$ cat config.mk
export PLATFORM = sky130hd
export DESIGN_NAME = status_and_reset_flag_regs
export DESIGN_NICKNAME = d
export VERILOG_FILES = /design/src/status_flags_pkg.sv /design/src/status_and_reset_flag_regs.sv
export VERILOG_INCLUDE_DIRS = /design/src
export SDC_FILE = /design/constraint.sdc
export NUM_CORES = 1
export LEC_CHECK = 0
export ABC_CLOCK_PERIOD_IN_PS = 2300
export BUFFER_PORTS_ARGS = -buffer_cell sky130_fd_sc_hd__buf_2
export CAP_MARGIN = 20
export CELL_PAD_IN_SITES_DETAIL_PLACEMENT = 1
export CELL_PAD_IN_SITES_GLOBAL_PLACEMENT = 2
export CORE_MARGIN = 1.5
export CORE_UTILIZATION = 27
export DETAILED_ROUTE_END_ITERATION = 8
export PLACE_DENSITY = 0.79
export SLEW_MARGIN = 10
export SYNTH_ARGS = -nofsm -noshare
export SYNTH_HDL_FRONTEND = slang
export SYNTH_SLANG_ARGS = --single-unit
$ cat constraint.sdc
create_clock -name i_clk -period 2.3 [get_ports i_clk]
set_input_delay 0 -clock i_clk [delete_from_list [all_inputs] [get_ports i_clk]]
set_output_delay 0 -clock i_clk [all_outputs]
set_load 0.02 [all_outputs]
$ cat src/status_flags_defs.svh
// Offsets, bit positions, reset values and bus codes of the flag register bank
`ifndef STATUS_FLAGS_DEFS_SVH
`define STATUS_FLAGS_DEFS_SVH

// Register indices; byte address is four times the index
`define CORE_FLAGS_IDX     6'h0a
`define SYS_CTRL_IDX       6'h0c
`define AXI_ADDR_W         8

// Core flags bit positions
`define CF_CARRY_BIT       0
`define CF_HALF_BIT        1
`define CF_ZERO_BIT        2
`define CF_OVF_BIT         3
`define CF_PDOWN_BIT       4
`define CF_WDEXP_BIT       5

// System control bit positions
`define SC_WDEN_BIT        0
`define SC_LVCTRL_BIT      1
`define SC_LVR_BIT         2
`define SC_IDLECLK_BIT     7

// Reset values
`define CF_ARITH_RST       4'h0
`define CF_SYS_RST         1'h0
`define SC_IDLECLK_RST     1'h0
`define SC_CAUSE_RST       3'h0

// Bus responses
`define RESP_OKAY          2'h0
`define RESP_SLVERR        2'h2

`endif

$ cat src/status_flags_pkg.sv
// Types shared by the flag register bank
package status_flags_pkg;

  // ALU operations that update the arithmetic flags
  typedef enum logic [6:0] {
    OP_ADD = 7'h01,
    OP_SUB = 7'h02,
    OP_AND = 7'h04,
    OP_OR  = 7'h08,
    OP_XOR = 7'h10,
    OP_RLC = 7'h20,
    OP_RRC = 7'h40
  } alu_op_type;

  // One ALU request from the execution core
  typedef struct packed {
    logic       valid;
    alu_op_type op;
    logic [7:0] a;
    logic [7:0] b;
  } alu_req_type;

  // System events from the core, watchdog and reset logic
  typedef struct packed {
    logic watchdog_clear_instr;
    logic halt;
    logic wdt_timeout;
    logic lvr_reset;
    logic lv_ctrl_reset;
    logic wd_enable_reset;
  } sys_event_type;

  // Whole state of the register bank
  typedef struct packed {
    logic       watchdog_expiry_flag;
    logic       power_down_flag;
    logic       signed_overflow_flag;
    logic       zero_flag;
    logic       half_carry_flag;
    logic       carry_flag;
    logic       idle_clock_keep;
    logic       low_voltage_reset_cause;
    logic       lv_ctrl_write_reset_cause;
    logic       wd_enable_reset_cause;
    logic       aw_held;
    logic [5:0] aw_idx;
    logic       w_held;
    logic [7:0] w_data;
    logic       w_lane0;
    logic       bvalid;
    logic [1:0] bresp;
    logic       rvalid;
    logic [1:0] rresp;
    logic [7:0] rdata;
    logic [7:0] alu_result;
    logic       alu_done;
  } state_type;

endpackage

$ cat src/status_and_reset_flag_regs.sv
// Status and reset-cause flag registers with AXI4-Lite access and ALU flag logic
//
// Register access over AXI4-Lite and the register offsets were left to the implementer.
`timescale 1ns/1ns
`include "status_flags_defs.svh"

// Functional notes
// - Software write to core flags never changes watchdog expiry or power-down flags.
// - Watchdog expiry flag: cleared at power-up, clear-watchdog, halt; set on timeout.
// - Power-down flag: cleared at power-up and clear-watchdog; set by halt.
// - Carry set on add carry-out or subtract without borrow, else cleared.
// - Rotate through carry shifts old carry in and loads carry with bit out.
// - Half carry set on low-nibble carry, or no nibble borrow on subtract.
// - Zero flag follows whether an arithmetic or logical result is zero.
// - Overflow set when carry into bit 7 differs from carry out.
// - Core flags are never saved automatically on interrupt or call.
// - Top two core flag bits are unimplemented and read zero.
// - Low four arithmetic flag bits are readable and writable by software.
// - Control bit 2 reads one after a low-voltage reset.
// - Control bit 1 reads one after reset caused by low-voltage control write.
// - Reset-cause flags clear on software write of zero, ignore write of one.

module status_and_reset_flag_regs
(
  input  wire logic                      i_clk,
  input  wire logic                      i_resetn,
  // AXI4-Lite slave
  input  wire logic                      i_axi_awvalid,
  output logic                           o_axi_awready,
  input  wire logic [`AXI_ADDR_W-1:0]    i_axi_awaddr,
  input  wire logic                      i_axi_wvalid,
  output logic                           o_axi_wready,
  input  wire logic [31:0]               i_axi_wdata,
  input  wire logic [3:0]                i_axi_wstrb,
  output logic                           o_axi_bvalid,
  input  wire logic                      i_axi_bready,
  output logic [1:0]                     o_axi_bresp,
  input  wire logic                      i_axi_arvalid,
  output logic                           o_axi_arready,
  input  wire logic [`AXI_ADDR_W-1:0]    i_axi_araddr,
  output logic                           o_axi_rvalid,
  input  wire logic                      i_axi_rready,
  output logic [31:0]                    o_axi_rdata,
  output logic [1:0]                     o_axi_rresp,
  // Execution core side
  input  wire status_flags_pkg::alu_req_type   i_alu_req,
  input  wire status_flags_pkg::sys_event_type i_sys_event,
  output logic [7:0]                     o_alu_result,
  output logic                           o_alu_done,
  output logic [7:0]                     o_core_flags,
  output logic [7:0]                     o_system_control_flags,
  output logic                           o_idle_clock_keep
);

  status_flags_pkg::state_type state_reg;
  status_flags_pkg::state_type state_next;

  // ==========================================================
  // Helpers
  // ==========================================================

  // Byte view of the core flags; top bits read zero
  function automatic logic [7:0] core_byte(input status_flags_pkg::state_type s);
    logic [7:0] v;
    v = 8'h00;
    v[`CF_CARRY_BIT] = s.carry_flag;
    v[`CF_HALF_BIT]  = s.half_carry_flag;
    v[`CF_ZERO_BIT]  = s.zero_flag;
    v[`CF_OVF_BIT]   = s.signed_overflow_flag;
    v[`CF_PDOWN_BIT] = s.power_down_flag;
    v[`CF_WDEXP_BIT] = s.watchdog_expiry_flag;
    return v;
  endfunction

  // Byte view of the system control flags; bits 6..3 read zero
  function automatic logic [7:0] ctrl_byte(input status_flags_pkg::state_type s);
    logic [7:0] v;
    v = 8'h00;
    v[`SC_WDEN_BIT]    = s.wd_enable_reset_cause;
    v[`SC_LVCTRL_BIT]  = s.lv_ctrl_write_reset_cause;
    v[`SC_LVR_BIT]     = s.low_voltage_reset_cause;
    v[`SC_IDLECLK_BIT] = s.idle_clock_keep;
    return v;
  endfunction

  // ==========================================================
  // ALU datapath
  // ==========================================================

  logic [7:0] b_eff;
  logic       cin;
  logic [8:0] sum9;
  logic [4:0] sum_lo;
  logic [7:0] sum_low7;
  logic       carry_in7;
  logic       is_arith;
  logic       is_logic;
  logic       is_rot;
  logic [7:0] alu_val;
  logic       rot_carry;

  always_comb
  begin
    is_arith = (i_alu_req.op == status_flags_pkg::OP_ADD) ||
               (i_alu_req.op == status_flags_pkg::OP_SUB);
    is_rot   = (i_alu_req.op == status_flags_pkg::OP_RLC) ||
               (i_alu_req.op == status_flags_pkg::OP_RRC);
    is_logic = (i_alu_req.op == status_flags_pkg::OP_AND) ||
               (i_alu_req.op == status_flags_pkg::OP_OR) ||
               (i_alu_req.op == status_flags_pkg::OP_XOR);
    // Subtract as a + ~b + 1, so carry out means no borrow
    if (i_alu_req.op == status_flags_pkg::OP_SUB)
    begin
      b_eff = ~i_alu_req.b;
      cin   = 1'b1;
    end
    else
    begin
      b_eff = i_alu_req.b;
      cin   = 1'b0;
    end
    sum9      = {1'b0, i_alu_req.a} + {1'b0, b_eff} + {8'h00, cin};
    sum_lo    = {1'b0, i_alu_req.a[3:0]} + {1'b0, b_eff[3:0]} + {4'h0, cin};
    sum_low7  = {1'b0, i_alu_req.a[6:0]} + {1'b0, b_eff[6:0]} + {7'h00, cin};
    carry_in7 = sum_low7[7];
    rot_carry = state_reg.carry_flag;
    case (i_alu_req.op)
      status_flags_pkg::OP_ADD,
      status_flags_pkg::OP_SUB:
      begin
        alu_val = sum9[7:0];
      end
      status_flags_pkg::OP_AND:
      begin
        alu_val = i_alu_req.a & i_alu_req.b;
      end
      status_flags_pkg::OP_OR:
      begin
        alu_val = i_alu_req.a | i_alu_req.b;
      end
      status_flags_pkg::OP_XOR:
      begin
        alu_val = i_alu_req.a ^ i_alu_req.b;
      end
      status_flags_pkg::OP_RLC:
      begin
        alu_val   = {i_alu_req.a[6:0], state_reg.carry_flag};
        rot_carry = i_alu_req.a[7];
      end
      status_flags_pkg::OP_RRC:
      begin
        alu_val   = {state_reg.carry_flag, i_alu_req.a[7:1]};
        rot_carry = i_alu_req.a[0];
      end
      default:
      begin
        alu_val = 8'h00;
      end
    endcase
  end

  // ==========================================================
  // Next state
  // ==========================================================

  logic aw_take;
  logic w_take;
  logic ar_take;
  logic wr_commit;
  logic ar_hit_cf;
  logic ar_hit_sc;

  always_comb
  begin
    state_next = state_reg;
    aw_take    = i_axi_awvalid && !state_reg.aw_held && !state_reg.bvalid;
    w_take     = i_axi_wvalid && !state_reg.w_held && !state_reg.bvalid;
    ar_take    = i_axi_arvalid && !state_reg.rvalid;
    wr_commit  = state_reg.aw_held && state_reg.w_held && !state_reg.bvalid;
    ar_hit_cf  = i_axi_araddr[`AXI_ADDR_W-1:2] == `CORE_FLAGS_IDX;
    ar_hit_sc  = i_axi_araddr[`AXI_ADDR_W-1:2] == `SYS_CTRL_IDX;

    // Write address and data are caught independently
    if (aw_take)
    begin
      state_next.aw_held = 1'b1;
      state_next.aw_idx  = i_axi_awaddr[`AXI_ADDR_W-1:2];
    end
    if (w_take)
    begin
      state_next.w_held  = 1'b1;
      state_next.w_data  = i_axi_wdata[7:0];
      state_next.w_lane0 = i_axi_wstrb[0];
    end

    // Register write once both halves are held
    if (wr_commit)
    begin
      state_next.aw_held = 1'b0;
      state_next.w_held  = 1'b0;
      state_next.bvalid  = 1'b1;
      state_next.bresp   = `RESP_OKAY;
      if (state_reg.aw_idx == `CORE_FLAGS_IDX)
      begin
        if (state_reg.w_lane0)
        begin
          // Only arithmetic bits take the written value
          state_next.carry_flag           = state_reg.w_data[`CF_CARRY_BIT];
          state_next.half_carry_flag      = state_reg.w_data[`CF_HALF_BIT];
          state_next.zero_flag            = state_reg.w_data[`CF_ZERO_BIT];
          state_next.signed_overflow_flag = state_reg.w_data[`CF_OVF_BIT];
        end
      end
      else if (state_reg.aw_idx == `SYS_CTRL_IDX)
      begin
        if (state_reg.w_lane0)
        begin
          state_next.idle_clock_keep = state_reg.w_data[`SC_IDLECLK_BIT];
          // Writing zero clears a cause, writing one is ignored
          state_next.wd_enable_reset_cause = state_reg.wd_enable_reset_cause &
                                             state_reg.w_data[`SC_WDEN_BIT];
          state_next.lv_ctrl_write_reset_cause = state_reg.lv_ctrl_write_reset_cause &
                                                 state_reg.w_data[`SC_LVCTRL_BIT];
          state_next.low_voltage_reset_cause = state_reg.low_voltage_reset_cause &
                                               state_reg.w_data[`SC_LVR_BIT];
        end
      end
      else
      begin
        state_next.bresp = `RESP_SLVERR;
      end
    end
    else if (state_reg.bvalid && i_axi_bready)
    begin
      state_next.bvalid = 1'b0;
    end

    // Read channel
    if (ar_take)
    begin
      state_next.rvalid = 1'b1;
      state_next.rresp  = `RESP_OKAY;
      if (ar_hit_cf)
      begin
        state_next.rdata = core_byte(state_reg);
      end
      else if (ar_hit_sc)
      begin
        state_next.rdata = ctrl_byte(state_reg);
      end
      else
      begin
        state_next.rdata = 8'h00;
        state_next.rresp = `RESP_SLVERR;
      end
    end
    else if (state_reg.rvalid && i_axi_rready)
    begin
      state_next.rvalid = 1'b0;
    end

    // ALU update wins over a software write in the same cycle
    state_next.alu_done = i_alu_req.valid;
    if (i_alu_req.valid)
    begin
      state_next.alu_result = alu_val;
      if (is_arith)
      begin
        state_next.carry_flag           = sum9[8];
        state_next.half_carry_flag      = sum_lo[4];
        state_next.signed_overflow_flag = carry_in7 ^ sum9[8];
      end
      if (is_arith || is_logic)
      begin
        state_next.zero_flag = (alu_val == 8'h00);
      end
      if (is_rot)
      begin
        state_next.carry_flag = rot_carry;
      end
    end

    // System flags; a set wins over a clear
    if (i_sys_event.watchdog_clear_instr || i_sys_event.halt)
    begin
      state_next.watchdog_expiry_flag = 1'b0;
    end
    if (i_sys_event.wdt_timeout)
    begin
      state_next.watchdog_expiry_flag = 1'b1;
    end
    if (i_sys_event.watchdog_clear_instr)
    begin
      state_next.power_down_flag = 1'b0;
    end
    if (i_sys_event.halt)
    begin
      state_next.power_down_flag = 1'b1;
    end
    if (i_sys_event.lvr_reset)
    begin
      state_next.low_voltage_reset_cause = 1'b1;
    end
    if (i_sys_event.lv_ctrl_reset)
    begin
      state_next.lv_ctrl_write_reset_cause = 1'b1;
    end
    if (i_sys_event.wd_enable_reset)
    begin
      state_next.wd_enable_reset_cause = 1'b1;
    end
  end

  // ==========================================================
  // State register
  // ==========================================================

  always_ff @(posedge i_clk or negedge i_resetn)
  begin
    if (!i_resetn)
    begin
      state_reg <= '0;
      state_reg.watchdog_expiry_flag <= `CF_SYS_RST;
      state_reg.power_down_flag      <= `CF_SYS_RST;
      {state_reg.signed_overflow_flag, state_reg.zero_flag,
       state_reg.half_carry_flag, state_reg.carry_flag} <= `CF_ARITH_RST;
      state_reg.idle_clock_keep <= `SC_IDLECLK_RST;
      {state_reg.low_voltage_reset_cause, state_reg.lv_ctrl_write_reset_cause,
       state_reg.wd_enable_reset_cause} <= `SC_CAUSE_RST;
      state_reg.bresp <= `RESP_OKAY;
      state_reg.rresp <= `RESP_OKAY;
    end
    else
    begin
      state_reg <= state_next;
    end
  end

  // ==========================================================
  // Outputs
  // ==========================================================

  assign o_axi_awready          = !state_reg.aw_held && !state_reg.bvalid;
  assign o_axi_wready           = !state_reg.w_held && !state_reg.bvalid;
  assign o_axi_bvalid           = state_reg.bvalid;
  assign o_axi_bresp            = state_reg.bresp;
  assign o_axi_arready          = !state_reg.rvalid;
  assign o_axi_rvalid           = state_reg.rvalid;
  assign o_axi_rdata            = {24'h000000, state_reg.rdata};
  assign o_axi_rresp            = state_reg.rresp;
  assign o_alu_result           = state_reg.alu_result;
  assign o_alu_done             = state_reg.alu_done;
  // Flags leave only through these ports and AXI reads; nothing copies them on call or interrupt
  assign o_core_flags           = core_byte(state_reg);
  assign o_system_control_flags = ctrl_byte(state_reg);
  assign o_idle_clock_keep      = state_reg.idle_clock_keep;

endmodule

==> metrics.md, run 1 <==
| Metric | Value |
|---|---|
| Final Setup Violations | `0` |
| Avg Cell Area, Syn | `9.23 um^2` |
| Max cap viols | `0` |
| CTS buffer count | `5` |
| Relative slew slack | `54.1%` |
| Capturing point of the worst reg2reg path | `o_core_flags[2]$_DFF_PN0_` |
| Later-pin clock latency in the skew report | `280 ps` |
| DR pass1 iterations | `4` |
| Critical path's largest stage delay | `380 ps` |
| IO Port Bufs | `88` |
| WP data required | `2520 ps` |
| Startpoint types | `primary input` |
| Synth Flop Type | `dfrtp_1` |
| CTS clock-pin slew for the worst setup and hold paths | `60 ps` |
| VDD IR max | `0.000255 V` |
| Worst Reg2Reg Path Length in Cells | `7` |
| Max reg flops | `14` |
| Arrival time at the worst endpoint | `2510 ps` |
| Outcome | `completed` |
| Final core utilization | `36.2%` |
| # rows | `40` |
| Initial DRC Count | `81` |
| Die Ht | `115 um` |
| Initial antenna violation count | `0` |
| Sequential standard cell area | `1100 um^2` |
| Fin. Hold Viols | `0` |
| Fmax | `438 MHz` |
| Largest net degree at the start of global routing | `45` |
| Critical path class | `in2reg` |
| H-tree depth | `2` |
| Slew Limit Fails | `0` |
| Critical Path Source | `i_alu_req[18]` |
| Gpl congestion | `0.879` |
| Ys Warns | `0` |
| Yosys reg bits | `44` |
| Pleak | `2.09 nW` |
| Mean number of vias per cell | `4.47` |
| Critical Path Stages | `10` |
| Clock Sinks | `44` |
| Area growth syn-to-layout | `30.2%` |
| Nets@finish | `585` |
| GRT Overall Usage | `14.2%` |
| Power Density | `650 nW/um^2` |
| Slew @ Worst Pin | `688 ps` |
| Sequential fraction of the synthesis area | `32.7%` |
| Initial core utilization | `27.8%` |
| Ys async rst share | `100%` |
| Worst Clk Skew | `5.12 ps` |
| Fraction of layout cells with a size suffix above 1 | `36.7%` |
| Worst path cell trace | `buf_6 > or3_4 > or2b_4 > xnor2_1 > ha_1 > a21o_1 > o31a_1 > or3_1 > a31oi_2 > a41o_1` |
| Slowest cell on crit path | `or3_4` |
| Cell variety after synth | `53` |
| Crit path to | `o_core_flags[2]$_DFF_PN0_` |
| Die Area | `13,200 um^2` |
| Worst reg2reg setup slack | `280 ps` |
| Fill count | `1,491` |
| Total number of vias | `2,855` |
| Global-route wire length before repair | `14,800 um` |
| Worst path buffer plus inverter count | `1` |
| Antenna viol nets, final | `0` |
| Final antenna diode count | `0` |
| Multi-input logic area | `1950 um^2` |
| Worst Path Max Fanout | `6` |
| EDFF count, synth | `0` |
| Die Span X | `115 um` |
| Core area | `12,100 um^2` |
| RSZ-0062 raised after global routing | `yes` |
| Remaining DRCs | `0` |
| Final wirelength | `9270 um` |
| Ports | `156` |
| Delay-heaviest family, CP | `simple AND/OR/NAND/NOR gates` |
| GRT overflow | `0` |
| Root buffer selected by CTS | `clkbuf_16` |
| Post-Syn Area | `3370 um^2` |
| WL/cell | `14.5 um` |
| Crit end category | `register` |
| Tcrit/Tclk final | `99.3%` |
| Worst min-delay path class | `in2reg` |
| Synth Instances | `365` |
| Reg2Reg Launch Point | `state_reg[33]$_DFFE_PN0P_` |
| CTS tree | `yes` |
| Design Power | `2.85 mW` |
| Vias in the first global route | `2,921` |
| Hold path cells | `1` |
| Hpwl dp | `7280 um` |
| Final Critical Period | `2280 ps` |
| Clock tree buffer depth | `2` |
-- cells in the mapped netlist, types with 2 or more instances --
| cell | instances | area share, % |
|---|---|---|
| nor2_1 | 20 | 2.2 |
| o22ai_1 | 2 | 0.37 |
| a221o_2 | 3 | 1.0 |
| o31ai_1 | 3 | 0.67 |
| a22o_1 | 4 | 1.0 |
| mux2i_1 | 3 | 0.89 |
| xor2_1 | 7 | 1.8 |
| nand2_1 | 26 | 2.9 |
| nor3b_1 | 3 | 0.67 |
| buf_2 | 3 | 0.45 |
| o2bb2ai_1 | 4 | 1.0 |
| nor3_1 | 3 | 0.45 |
| ha_1 | 24 | 8.9 |
| nor4_1 | 2 | 0.37 |
| a21oi_1 | 19 | 2.8 |
| nand2b_1 | 6 | 1.1 |
| mux2_2 | 15 | 5.0 |
| xnor2_1 | 9 | 2.3 |
| buf_4 | 60 | 13 |
| nand3_1 | 3 | 0.45 |
| a31oi_1 | 4 | 0.74 |
| buf_6 | 2 | 0.67 |
| clkbuf_1 | 7 | 0.78 |
| dfrtp_1 | 44 | 33 |
| and3_1 | 2 | 0.37 |
| nor4b_1 | 3 | 0.78 |
| inv_1 | 24 | 2.7 |
| a22oi_1 | 10 | 2.2 |
| o21ai_0 | 21 | 3.1 |
| and2_1 | 2 | 0.37 |
| a21o_1 | 5 | 1.1 |
-- logic make-up (layout without fill, tap and decap cells) --
kind of cell | count (synthesis) | in the layout | share of synthesized area, %
other | 1 | 33 | 0.111
flip-flops | 44 | 44 | 32.7
AND/OR/NAND/NOR | 84 | 84 | 13.9
multiplexers | 18 | 18 | 5.90
AO/OA/AOI/OAI | 81 | 81 | 15.8
buffers and inverters | 96 | 170 | 17.9
XOR/XNOR | 16 | 16 | 4.16
adder cells (fa/ha/maj) | 25 | 25 | 9.51
-- worst register-to-register path: stages (launching register included) --
cell and delay (ps):
dfrtp_1 380, nor4b_1 440, nand3_1 160, nor3b_1 250
buf_4 190, mux2i_1 230, nor2_1 60, a41o_1 200
-- cell type report --
class,count,share of cell area [%]
clock inverters,1,0.114
repair buffers,139,20.5
inverters,24,2.05
clock buffers,6,2.94
multi-input cells,257,44.5
flip-flops and latches,44,25.1
well taps,168,4.79
-- stage by stage --
step	setup TNS [ps]	instance area (um^2)	std cells	hold WS, ps	worst slack [ps]
CTS	0	4270	637	0.297	6.68
finish	0	4390	639	5.18	15.1
global route	-125	4390	639	12.7	-67.1
global placement	-1540	3880	607	184	-266
floorplan	-941	3570	397	-296	-256
detailed placement	-2700	3880	607	186	-457
-- worst min path at each step --
stage          slack, ps                          end            from
4_1_cts              0.3         o_alu_done$_DFF_PN0_   i_alu_req[23]
6_report               5         o_alu_done$_DFF_PN0_   i_alu_req[23]
5_1_grt               10         o_alu_done$_DFF_PN0_   i_alu_req[23]
3_3_place_gp         180  o_core_flags[5]$_DFFE_PN0P_  i_sys_event[3]
2_1_floorplan       -300         o_alu_done$_DFF_PN0_        i_resetn
3_5_place_dp         190  o_core_flags[5]$_DFFE_PN0P_  i_sys_event[3]
-- cell usage in the layout (no fill, tap or decap), drive strengths merged, types with 7 or more instances in the layout --
cell type,n
buf,118
dfrtp,44
conb,33
nand2,26
inv,24
ha,24
dlygate4sd3,21
nor2,21
o21ai,21
a21oi,19
mux2,15
a22oi,10
xnor2,9
xor2,7
-- timing repair --
action,4_1_cts,5_1_grt
hold buffers,21,0
buffers inserted,2,1
endpoints found under the setup margin,5,6
hold endpoints to repair,64,0
gates resized for setup,6,15
pin swaps,2,9
-- layer usage --
layer  vias to the layer above  GRT usage (%)  wire length (um)
met1                      1366           17.2              3970
met5                         -              0                 0
li1                       1381              -                 -
met3                        12           2.38               505
met4                         0           3.54               119
met2                        96           26.0              4670
-- power by group --
part	internal (mW)	switching (mW)
registers	0.984	0.160
logic	0.464	0.573
clock network	0.395	0.273
total	1.84	1.01
Note: power is estimated with default switching activity, not from simulation.
==> run 2: changes to the inputs <==
--- a/config.mk
+++ b/config.mk
@@ -7,14 +7,14 @@
 export NUM_CORES = 1
 export LEC_CHECK = 0
 export ABC_CLOCK_PERIOD_IN_PS = 2300
-export BUFFER_PORTS_ARGS = -buffer_cell sky130_fd_sc_hd__buf_2
 export CAP_MARGIN = 20
 export CELL_PAD_IN_SITES_DETAIL_PLACEMENT = 1
 export CELL_PAD_IN_SITES_GLOBAL_PLACEMENT = 2
 export CORE_MARGIN = 1.5
-export CORE_UTILIZATION = 27
+export CORE_UTILIZATION = 36
 export DETAILED_ROUTE_END_ITERATION = 8
-export PLACE_DENSITY = 0.79
+export DONT_BUFFER_PORTS = 1
+export PLACE_DENSITY = 0.77
 export SLEW_MARGIN = 10
 export SYNTH_ARGS = -nofsm -noshare
 export SYNTH_HDL_FRONTEND = slang
==> run 2 against run 1 <==
Compared with the run above: first-iteration DRC count decreased by 2.5%; clock skew increased by 2.4 ps; combinational power decreased by 27%; sequential power increased by 9.6%; critical path depth unchanged; core utilization increased by 4.6 points; via count decreased by 12%; critical path type unchanged; largest power group unchanged.
==> metrics.md, run 2 (synthesis gave the netlist of run 1 again) <==
| Metric | Value |
|---|---|
| Vias in the first global route | `2,658 (-9.0%)` |
| Final wirelength | `8440 um (-9.0%)` |
| Gpl congestion | `0.889 (+1.1%)` |
| Power Density | `659 nW/um^2 (+1.3%)` |
| Capturing point of the worst reg2reg path | `o_core_flags[3]$_DFF_PN0_` |
| Ports | `156 (unchanged)` |
| Die Area | `9950 um^2 (-24%)` |
| Area growth syn-to-layout | `11.0%` |
| Initial DRC Count | `79 (-2.5%)` |
| Fin. Hold Viols | `0 (unchanged)` |
| CTS buffer count | `5 (unchanged)` |
| Reg2Reg Launch Point | `state_reg[33]$_DFFE_PN0P_` |
| Pleak | `1.67 nW (-20%)` |
| Initial antenna violation count | `0 (unchanged)` |
| Hold path cells | `4 (+3)` |
| Critical path's largest stage delay | `380 ps (about the same)` |
| Core area | `9150 um^2 (-24%)` |
| Tcrit/Tclk final | `96.1% (-3.2 points)` |
| GRT overflow | `0 (unchanged)` |
| Worst path cell trace | `or3_4 > or2b_4 > xnor2_1 > ha_1 > nand2_1 > a21oi_1 > o31a_1 > or3_1 > a31oi_1 > a41o_1` |
| Worst path buffer plus inverter count | `0 (-1)` |
| DR pass1 iterations | `4 (unchanged)` |
| Max cap viols | `0 (unchanged)` |
| Most frequent cells in the layout | `dfrtp_1 (44), conb_1 (33), dlygate4sd3_1 (27)` |
| Crit end category | `register` |
| Fraction of layout cells with a size suffix above 1 | `17.8% (-19 points)` |
| Die Ht | `99.7 um (-13%)` |
| Placed cell count | `459 (-24%)` |
| Nets@finish | `497 (-15%)` |
| Slew Limit Fails | `0 (unchanged)` |
| Slew @ Worst Pin | `651 ps (-36.6 ps)` |
| Met1 WL | `3430 um (-14%)` |
| GRT Overall Usage | `17.6% (+3.4 points)` |
| Initial core utilization | `36.8% (+9.0 points)` |
| Worst min-delay path class | `in2reg` |
| WP data required | `2530 ps (about the same)` |
| Worst Reg2Reg Path Length in Cells | `7 (unchanged)` |
| Fill count | `1,064 (-29%)` |
| Met2 WL post-DR | `4360 um (-6.7%)` |
| H-tree depth | `2 (unchanged)` |
| Met3 WL | `513 um (+1.6%)` |
| Worst Path Max Fanout | `9 (+3)` |
| Antenna viol nets, final | `0 (unchanged)` |
| Arrival time at the worst endpoint | `2440 ps (-70 ps)` |
| Multi-input logic area | `1860 um^2 (-4.9%)` |
| Worst reg2reg setup slack | `320 ps (+40 ps)` |
| Sequential standard cell area | `1100 um^2 (unchanged)` |
| Relative slew slack | `56.5% (+2.4 points)` |
| Clock tree buffer depth | `2 (unchanged)` |
| Final antenna diode count | `0 (unchanged)` |
| Worst Clk Skew | `7.53 ps (+2.42 ps)` |
| Critical Path Stages | `10 (unchanged)` |
| Largest net degree at the start of global routing | `45 (unchanged)` |
| Die Span X | `99.7 um (-13%)` |
| Hpwl dp | `6490 um (-11%)` |
| CTS tree | `yes` |
| Global-route wire length before repair | `13,700 um (-7.2%)` |
| # rows | `35 (-13%)` |
| WL/cell | `17.1 um (+18%)` |
| Top layer in use | `met4` |
| Final core utilization | `40.8% (+4.6 points)` |
| Hold path start | `i_axi_araddr[4]` |
| Final Setup Violations | `0 (unchanged)` |
| CTS clock-pin slew for the worst setup and hold paths | `80 ps (+20 ps)` |
| Hold Path End | `o_axi_rdata[4]$_DFFE_PN0P_` |
| Startpoint types | `primary input` |
| Commonest non-fill, non-tap cell in the layout | `dfrtp_1` |
| Total number of vias | `2,523 (-12%)` |
| Fmax | `452 MHz (+3.4%)` |
| VDD IR max | `0.000254 V (-0.47%)` |
| IO Port Bufs | `0 (-100%)` |
| Final Critical Period | `2210 ps (-74.1 ps)` |
| Later-pin clock latency in the skew report | `300 ps (+20 ps)` |
| Delay-heaviest family, CP | `simple AND/OR/NAND/NOR gates` |
| Remaining DRCs | `0 (unchanged)` |
| Clock Sinks | `44 (unchanged)` |
| Critical path class | `in2reg` |
| Root buffer selected by CTS | `clkbuf_8` |
| Outcome | `completed` |
| Mean number of vias per cell | `5.11 (+14%)` |
| Slowest cell on crit path | `or3_4` |
| Max reg flops | `14 (unchanged)` |
| Finished Layout Cells | `494 (-23%)` |
==> run 2: layer usage <==
| layer | GRT usage, % | vias to the layer above |
|---|---|---|
| met5 | 0 | - |
| met1 | 20.7 | 1218 |
| met2 | 31.8 | 88 |
| li1 | - | 1207 |
| met3 | 3.87 | 10 |
| met4 | 5.09 | 0 |
==> run 2: timing repair <==
action                     CTS  global route
setup endpoints to repair    0             5
resized for setup            0             3
setup buffers                0             0
hold buffers                28             0
hold endpoints to repair    77             0
==> run 2: cell type report <==
class | count | share of cell area [%]
clock buffer | 5 | 1.84
clock inverter | 2 | 0.335
inverter | 24 | 2.41
multi-input combinational | 257 | 49.7
sequential | 44 | 29.5
tap | 111 | 3.71
timing repair buffer | 51 | 12.6
==> run 2: per-stage QoR <==
stage	hold WS [ps]	total power [mW]	setup TNS (ps)	setup slack (ps)	area [um^2]
floorplan	-296	1.91	-941	-256	3570
global placement	-295	1.93	-810	-225	3340
detailed placement	-295	1.96	-879	-238	3340
CTS	37.5	2.50	0	66.5	3720
global route	66.3	2.65	-2.07	-2.07	3740
finish	60.8	2.46	0	89.2	3740
==> run 2: worst max-delay path by stage <==
stage	from	endpoint
after detailed placement	i_alu_req[22]	o_core_flags[2]$_DFF_PN0_
after CTS	i_alu_req[22]	o_core_flags[2]$_DFF_PN0_
after global routing	i_alu_req[18]	o_core_flags[2]$_DFF_PN0_
final	i_alu_req[18]	o_core_flags[2]$_DFF_PN0_
after global placement	i_alu_req[22]	o_core_flags[2]$_DFF_PN0_
after floorplan	i_alu_req[18]	o_core_flags[2]$_DFF_PN0_
==> run 2: where the power goes <==
| group | internal [mW] | switching, mW | total [mW] |
|---|---|---|---|
| Combinational | 0.371 | 0.384 | 0.756 |
| Clock | 0.206 | 0.253 | 0.459 |
| Sequential | 0.980 | 0.268 | 1.25 |
==> run 2: worst reg2reg max path, delay by kind of cell, from the launching register on <==
kind | cells | cell delay, ps
muxes | 1 | 340
DFF | 1 | 390
buffers and inverters | 1 | 170
AOI/OAI and AO/OA | 1 | 70
and+or+nand+nor | 4 | 900
